[src/design/rcv_pkg.sv]
package rcv_pkg;

    // ****************************************************************
    // reset values and field positions of the control byte
    // ****************************************************************
    localparam int        CTL_BIT_OUT_DIS   = 7;
    localparam int        CTL_BIT_LEVEL     = 6;
    localparam int        CTL_BIT_OUT_LP    = 4;
    localparam int        CTL_BIT_CUTOFF    = 3;
    localparam int        CTL_BIT_CORE_LP   = 1;
    localparam logic [7:0] CTL_RESET        = 8'h00;
    localparam logic [7:0] CTL_WRITE_MASK   = 8'hBF;  // level flag is read only
    localparam logic [7:0] CTL_MUST_ZERO    = 8'h25;  // reserved bits kept at zero
    localparam logic [3:0] CTL_FIELDS_RESET = 4'h0;   // stored control fields after reset
    localparam logic [3:0] REG_CTL_RESET    = 4'h8;   // output regulator enabled, rest off

    // ****************************************************************
    // timing
    // ****************************************************************
    localparam int        SYNC_STAGES       = 3;
    localparam int        CORE_LP_SETTLE    = 12;     // clocks before oscillator suspend

    // ****************************************************************
    // carried groups
    // ****************************************************************
    typedef struct packed {
        logic ldo_out_disable;
        logic ldo_out_lowpower_select;
        logic stop_core_supply_cutoff;
        logic core_ldo_lowpower_select;
    } rcv_ctl_t;

    typedef struct packed {
        logic supply_output_enable;
        logic supply_output_lowpower;
        logic core_supply_lowpower;
        logic core_cutoff_armed;
    } rcv_reg_ctl_t;

endpackage

[src/design/rcv_regulator_control.sv]
`timescale 1ns/1ps
`default_nettype none

// Operation
// - software bit disables supply output regulator
// - software bit selects output regulator low power
// - read-only flag shows sense input level
// - enabled sense edges pulse interrupt, no pending
// - usb reset source: sense edges request reset
// - core regulator stays on in stop by default
// - cutoff bit: stop shuts core supply down
module rcv_regulator_control (
    input  wire logic              clk,
    input  wire logic              rst_b,
    input  wire logic              ctl_wr,
    input  wire logic [7:0]        ctl_wdata,
    output var  logic [7:0]        ctl_rdata,
    input  wire logic              bus_power_sense,
    input  wire logic              bus_power_irq_enable,
    input  wire logic              usb_reset_source_enable,
    input  wire logic              stop_mode_request,
    output var  rcv_pkg::rcv_reg_ctl_t reg_ctl,
    output var  logic              bus_power_irq,
    output var  logic              usb_reset_request,
    output var  logic              core_power_down,
    output var  logic              osc_suspend_allowed
);

    rcv_pkg::rcv_ctl_t  ctl_reg;
    rcv_pkg::rcv_ctl_t  ctl_next;
    logic [7:0]         rdata_reg;
    logic [7:0]         rdata_next;
    rcv_pkg::rcv_reg_ctl_t reg_ctl_reg;
    rcv_pkg::rcv_reg_ctl_t reg_ctl_next;
    logic               irq_reg;
    logic               irq_next;
    logic               rst_req_reg;
    logic               rst_req_next;
    logic               pd_reg;
    logic               pd_next;
    logic [3:0]         settle_reg;
    logic [3:0]         settle_next;
    logic               osc_ok_reg;
    logic               osc_ok_next;
    logic               sense_level;
    logic               sense_edge;
    logic [7:0]         wr_clean;
    logic [3:0]         lp_age_reg;
    logic [3:0]         lp_age_next;

    // ****************************************************************
    // sense input synchroniser
    // ****************************************************************
    rcv_sync rcv_sync_i (
        .clk        (clk),
        .rst_b      (rst_b),
        .async_in   (bus_power_sense),
        .level      (sense_level),
        .edge_pulse (sense_edge)
    );

    // ****************************************************************
    // control byte
    // ****************************************************************
    // level bit masked off and reserved bits forced to zero on writes
    assign wr_clean = ctl_wdata & rcv_pkg::CTL_WRITE_MASK & ~rcv_pkg::CTL_MUST_ZERO;

    always_comb begin
        ctl_next = ctl_reg;
        if (ctl_wr) begin
            ctl_next.ldo_out_disable          = wr_clean[rcv_pkg::CTL_BIT_OUT_DIS];
            ctl_next.ldo_out_lowpower_select  = wr_clean[rcv_pkg::CTL_BIT_OUT_LP];
            ctl_next.stop_core_supply_cutoff  = wr_clean[rcv_pkg::CTL_BIT_CUTOFF];
            ctl_next.core_ldo_lowpower_select = wr_clean[rcv_pkg::CTL_BIT_CORE_LP];
        end
        rdata_next = 8'h00;
        rdata_next[rcv_pkg::CTL_BIT_OUT_DIS] = ctl_next.ldo_out_disable;
        rdata_next[rcv_pkg::CTL_BIT_LEVEL]   = sense_level;
        rdata_next[rcv_pkg::CTL_BIT_OUT_LP]  = ctl_next.ldo_out_lowpower_select;
        rdata_next[rcv_pkg::CTL_BIT_CUTOFF]  = ctl_next.stop_core_supply_cutoff;
        rdata_next[rcv_pkg::CTL_BIT_CORE_LP] = ctl_next.core_ldo_lowpower_select;
    end

    // control byte registers
    always_ff @(posedge clk or negedge rst_b) begin
        if (!rst_b) begin
            ctl_reg   <= rcv_pkg::rcv_ctl_t'(rcv_pkg::CTL_FIELDS_RESET);
            rdata_reg <= rcv_pkg::CTL_RESET;
        end else begin
            ctl_reg   <= ctl_next;
            rdata_reg <= rdata_next;
        end
    end

    // ****************************************************************
    // regulator controls, events and stop handling
    // ****************************************************************
    always_comb begin
        reg_ctl_next.supply_output_enable   = !ctl_reg.ldo_out_disable;
        reg_ctl_next.supply_output_lowpower = ctl_reg.ldo_out_lowpower_select;
        reg_ctl_next.core_supply_lowpower   = ctl_reg.core_ldo_lowpower_select;
        reg_ctl_next.core_cutoff_armed      = ctl_reg.stop_core_supply_cutoff;
        irq_next     = sense_edge && bus_power_irq_enable;
        rst_req_next = sense_edge && usb_reset_source_enable;
        // core stays powered in stop unless cutoff is armed
        pd_next      = stop_mode_request && ctl_reg.stop_core_supply_cutoff;
        // settle count after core low power is chosen
        settle_next  = settle_reg;
        osc_ok_next  = 1'b0;
        if (!ctl_reg.core_ldo_lowpower_select) begin
            settle_next = 4'h0;
        end else if (settle_reg != 4'(rcv_pkg::CORE_LP_SETTLE)) begin
            settle_next = settle_reg + 4'h1;
        end
        // allow while core low power is off, or once a full settle span has already been counted
        if (!ctl_reg.core_ldo_lowpower_select || settle_reg == 4'(rcv_pkg::CORE_LP_SETTLE)) begin
            osc_ok_next = 1'b1;
        end
    end

    // regulator, event and stop registers
    always_ff @(posedge clk or negedge rst_b) begin
        if (!rst_b) begin
            reg_ctl_reg <= rcv_pkg::rcv_reg_ctl_t'(rcv_pkg::REG_CTL_RESET);
            irq_reg     <= 1'b0;
            rst_req_reg <= 1'b0;
            pd_reg      <= 1'b0;
            settle_reg  <= 4'h0;
            osc_ok_reg  <= 1'b1;
        end else begin
            reg_ctl_reg <= reg_ctl_next;
            irq_reg     <= irq_next;
            rst_req_reg <= rst_req_next;
            pd_reg      <= pd_next;
            settle_reg  <= settle_next;
            osc_ok_reg  <= osc_ok_next;
        end
    end

    assign ctl_rdata           = rdata_reg;
    assign reg_ctl             = reg_ctl_reg;
    assign bus_power_irq       = irq_reg;
    assign usb_reset_request   = rst_req_reg;
    assign core_power_down     = pd_reg;
    assign osc_suspend_allowed = osc_ok_reg;

    // ****************************************************************
    // settle watch for the assertions
    // ****************************************************************
    // cycles the core regulator has stayed in low power, saturating
    always_comb begin
        lp_age_next = 4'h0;
        if (reg_ctl_reg.core_supply_lowpower) begin
            lp_age_next = lp_age_reg;
            if (lp_age_reg != 4'hF) begin
                lp_age_next = lp_age_reg + 4'h1;
            end
        end
    end

    // settle watch register
    always_ff @(posedge clk or negedge rst_b) begin
        if (!rst_b) begin
            lp_age_reg <= 4'h0;
        end else begin
            lp_age_reg <= lp_age_next;
        end
    end

    // ****************************************************************
    // assertions
    // ****************************************************************
    a_out_disable: assert property (@(posedge clk) disable iff (!rst_b)
        ctl_wr && ctl_wdata[7] |=> ##1 !reg_ctl.supply_output_enable)
        else $error("output regulator not disabled");

    a_out_lowpower: assert property (@(posedge clk) disable iff (!rst_b)
        ctl_wr |=> ##1 reg_ctl.supply_output_lowpower == $past(ctl_wdata[4], 2))
        else $error("low power select mismatch");

    a_level_flag: assert property (@(posedge clk) disable iff (!rst_b)
        ##1 ctl_rdata[6] == $past(sense_level))
        else $error("level flag does not track sense");

    a_irq_edge: assert property (@(posedge clk) disable iff (!rst_b)
        bus_power_irq |-> $past(sense_edge) && $past(bus_power_irq_enable) ##1 !bus_power_irq)
        else $error("interrupt without enabled edge");

    a_usb_reset: assert property (@(posedge clk) disable iff (!rst_b)
        sense_edge && usb_reset_source_enable |=> usb_reset_request)
        else $error("edge missed as reset");

    a_core_kept: assert property (@(posedge clk) disable iff (!rst_b)
        !ctl_reg.stop_core_supply_cutoff |=> !core_power_down)
        else $error("core cut while not armed");

    a_core_cutoff: assert property (@(posedge clk) disable iff (!rst_b)
        stop_mode_request && ctl_reg.stop_core_supply_cutoff |=> core_power_down)
        else $error("cutoff not applied in stop");

    a_settle_wait: assert property (@(posedge clk) disable iff (!rst_b)
        reg_ctl.core_supply_lowpower && osc_suspend_allowed |-> lp_age_reg >= 4'(rcv_pkg::CORE_LP_SETTLE))
        else $error("oscillator suspend allowed too early");

    a_settle_release: assert property (@(posedge clk) disable iff (!rst_b)
        lp_age_reg >= 4'(rcv_pkg::CORE_LP_SETTLE) |-> osc_suspend_allowed)
        else $error("oscillator suspend still held after settle");

    a_irq_quiet: assert property (@(posedge clk) disable iff (!rst_b)
        !bus_power_irq_enable |=> !bus_power_irq)
        else $error("interrupt while disabled");

    a_reset_quiet: assert property (@(posedge clk) disable iff (!rst_b)
        !usb_reset_source_enable |=> !usb_reset_request)
        else $error("reset request while not a source");

    a_flag_readonly: assert property (@(posedge clk) disable iff (!rst_b)
        ctl_wr && (ctl_wdata[6] != sense_level) |=> ctl_rdata[6] == $past(sense_level))
        else $error("level flag took a write");

endmodule

`default_nettype wire

[src/design/rcv_sync.sv]
`timescale 1ns/1ps
`default_nettype none

// three-stage sense synchroniser with agreement filter and edge pulse
module rcv_sync (
    input  wire logic clk,
    input  wire logic rst_b,
    input  wire logic async_in,
    output var  logic level,
    output var  logic edge_pulse
);

    logic [rcv_pkg::SYNC_STAGES-1:0] sync_reg;
    logic [rcv_pkg::SYNC_STAGES-1:0] sync_next;
    logic                             level_reg;
    logic                             level_next;
    logic                             edge_reg;
    logic                             edge_next;

    // ****************************************************************
    // next state
    // ****************************************************************
    // level moves only when stages two and three agree
    always_comb begin
        sync_next  = {sync_reg[rcv_pkg::SYNC_STAGES-2:0], async_in};
        level_next = level_reg;
        edge_next  = 1'b0;
        if (sync_reg[1] == sync_reg[2] && sync_reg[2] != level_reg) begin
            level_next = sync_reg[2];
            edge_next  = 1'b1;
        end
    end

    // registers
    always_ff @(posedge clk or negedge rst_b) begin
        if (!rst_b) begin
            sync_reg  <= '0;
            level_reg <= 1'b0;
            edge_reg  <= 1'b0;
        end else begin
            sync_reg  <= sync_next;
            level_reg <= level_next;
            edge_reg  <= edge_next;
        end
    end

    assign level      = level_reg;
    assign edge_pulse = edge_reg;

endmodule

`default_nettype wire

[config.mk]
export PLATFORM = sky130hd
export DESIGN_NAME = rcv_regulator_control
export DESIGN_NICKNAME = d
export VERILOG_FILES = /design/src/design/rcv_pkg.sv /design/src/design/rcv_regulator_control.sv /design/src/design/rcv_sync.sv
export SDC_FILE = /design/constraint.sdc
export NUM_CORES = 1
export LEC_CHECK = 0
export BUFFER_PORTS_ARGS = -buffer_cell sky130_fd_sc_hd__buf_2
export CAP_MARGIN = 20
export CORE_UTILIZATION = 46
export DETAILED_ROUTE_END_ITERATION = 8
export GPL_ROUTABILITY_DRIVEN = 1
export HOLD_SLACK_MARGIN = 0.12
export PLACE_DENSITY = 0.82
export SYNTH_ARGS = -nofsm -noshare
export SYNTH_HDL_FRONTEND = slang
export SYNTH_SLANG_ARGS = --single-unit
[constraint.sdc]
create_clock -name clk -period 1.4 [get_ports clk]
set_input_delay 0.28 -clock clk [delete_from_list [all_inputs] [get_ports clk]]
set_output_delay 0.28 -clock clk [all_outputs]
set_load 0.01 [all_outputs]
==> results_dict.tcl <==
set metrics [dict create \
    status "complete, no violations" \
    portBuffers 23 \
    maxCapViolations 0 \
    timing.critical_path.buf_inv 1 \
    initial_core_util_pct 52.0 \
    synth_most_common_cell "dfrtp_1" \
    rsz0062_at_grt "false" \
    cp_max_fo 9 \
    avgSynthCellArea_um2 13.1 \
    drv_slew 0 \
    gp_congestion 0.600 \
    postCtsSetupBuffers 0 \
    clk-insertion-delay-late_ps 300 \
    netlist_instances 63 \
    vias_per_cell 4.58 \
    synth_area_leaders "dfrtp_1, dfstp_2, buf_4" \
    holdBufCountCts 2 \
    synth_top_cells_by_count "dfrtp_1, nand2_1, buf_4" \
    finClkSkew_ps 2.73 \
    synth.cell_area_um2 828 \
    numCtsBuffers 3 \
    start_kind "flop" \
    utilization_pct 61.6 \
    drc 0 \
    grt_usage_pct 14.9 \
    cpPeakStageDelay_ps 520 \
    synth-compound-area-share_pct 5.59 \
    synth-xor-area-share_pct 0 \
    path_cells "buf_2" \
    hold_viol 0 \
    core_um2 1590 \
    synthMuxAreaShare_pct 5.14 \
    cts-root-buf "clkbuf_4" \
    critPathCaptureType "output port" \
    die_h_um 44.4 \
    reg2reg_slack_ps 200 \
    dp_hpwl_um 913 \
    crit_slowest_cell "dfrtp_1" \
    antenna_left 0 \
    critical_path_class "flop to output port" \
    whs_ps 187 \
    synth_edf_count 0 \
    grt_pass1_vias 479 \
    layout.nets 106 \
    ctsResizeCount 0 \
    ios 31 \
    ys_types 20 \
    dr.pass1.iters 5 \
    wl_per_cell_um 11.2 \
    ys_ff_latch 22 \
    yosysSeqAreaShare_pct 66.8 \
    diodes 0 \
    min_path_type "primary input to flop" \
    leakage_uw 0.000486 \
    fin_crit_sh_pct 92.0 \
    drt_wl_total_um 1250 \
    grt_max_degree 23 \
    largest_reg_flops 5 \
    antenna_found_initial 0 \
    post_dp_cell_area_um2 936 \
    async_flop_share_pct 100 \
    area.growth.synth_to_final_pct 18.6 \
    period_needed_ps 1290 \
    setup_viol 0 \
    drt_iter0_markers 5 \
    fp-row-count 14 \
    layout-drive-gt1-share_pct 35.2 \
    cts_buffer_depth 2 \
    die_w_um 44.4 \
    cts_sinks 22 \
    cp_data_required_time_ps 1120 \
    yosys_most_used_dff "dfrtp_1" \
    grt_pass1_wl_um 2020 \
    ir_drop_mv 0.691 \
    dr_total_vias 513 \
    synth_warnings 0 \
    fin_area_um2 982 \
    grt-ovfl-total 0 \
    clk_pin_slew_ps 110 \
    power_density_nw_per_um2 1160 \
    worstPathArrival_ps 1010 \
    synth_top_area_share_pct 60.4 \
    power_uw 1140 \
    fmax_ghz 0.776 \
    htree_levels 1 \
    synth_top_family_by_area "simple AND/OR/NAND/NOR gates" \
    synth_adder_area_share_pct 4.23 \
    crit_family "flip-flops" \
    synth_top_area_cell "dfrtp_1" \
    synth-simple-area-share_pct 10.6 \
    cts_tree "done" \
    die_area_um2 1970 \
    setup_tns_ps 0 \
]
-- layer usage --
layer | GRT usage [%] | part of all wire, % | vias to the layer above
li1 | - | - | 248
met1 | 18.4 | 42 | 241
met2 | 23.2 | 51 | 20
met3 | 2.86 | 5.0 | 4
met4 | 10.9 | 2.4 | 0
met5 | 0 | 0 | -
-- power by group --
part | leakage, µW | switching [µW] | internal [µW]
Sequential | 0.000269 | 34.5 | 689
Clock | 0.0000150 | 174 | 111
Combinational | 0.000201 | 73.1 | 61.6
Total | 0.000486 | 282 | 861
-- cell type report --
type                       count  area (µm²)
fill                         127         612
sequential                    22         553
multi-input combinational     33         223
timing repair buffer          25         135
tap                           24        30.0
clock buffer                   4        26.3
inverter                       4        15.0
-- logic make-up (layout without fill, tap and decap cells) --
kind of cell	Yosys count	after routing
AOI/OAI and AO/OA	7	7
adders and majority gates	3	3
buffers and inverters	10	33
DFF	22	22
muxes	4	4
other	1	3
and+or+nand+nor	16	16
-- through the flow --
| stage | setup slack [ps] | instances |
|---|---|---|
| 3_5_place_dp | 227 | 106 |
| 3_3_place_gp | 271 | 106 |
| 6_report | 112 | 112 |
| 2_1_floorplan | 338 | 65 |
| 5_1_grt | 57.2 | 112 |
| 4_1_cts | 112 | 112 |
-- worst paths after layout --
path,from,end,cells after the start
worst max-delay path,ctl_rdata[1],ctl_rdata[1],1
worst min-delay path,bus_power_irq_enable,bus_power_irq,2
worst max register to register,settle_reg[0],settle_reg[1],4
worst min register to register,rcv_sync_i.sync_reg[0],rcv_sync_i.sync_reg[1],0
max in group asynchronous,rst_b,osc_suspend_allowed,2
min in group asynchronous,rst_b,reg_ctl[1],2
-- layout by cell type, fill, tap and decap left out --
cell / synthesis / layout
and2_1: 3 / 3
inv_2: 1 / 1
and3_1: 1 / 1
nor2b_1: 1 / 1
dlygate4sd3_1: 0 / 2
mux2i_1: 2 / 2
o22ai_1: 1 / 1
conb_1: 1 / 3
a31oi_1: 2 / 2
mux2_1: 2 / 2
o21ai_1: 3 / 3
a211oi_2: 1 / 1
clkbuf_4: 0 / 3
inv_1: 3 / 3
and3_4: 1 / 1
dfstp_2: 2 / 2
dfrtp_1: 20 / 20
ha_1: 2 / 2
nand2b_1: 3 / 3
buf_2: 0 / 23
nand2_1: 7 / 7
maj3_1: 1 / 1
clkbuf_1: 0 / 1
(Power assumes the default switching activity.)
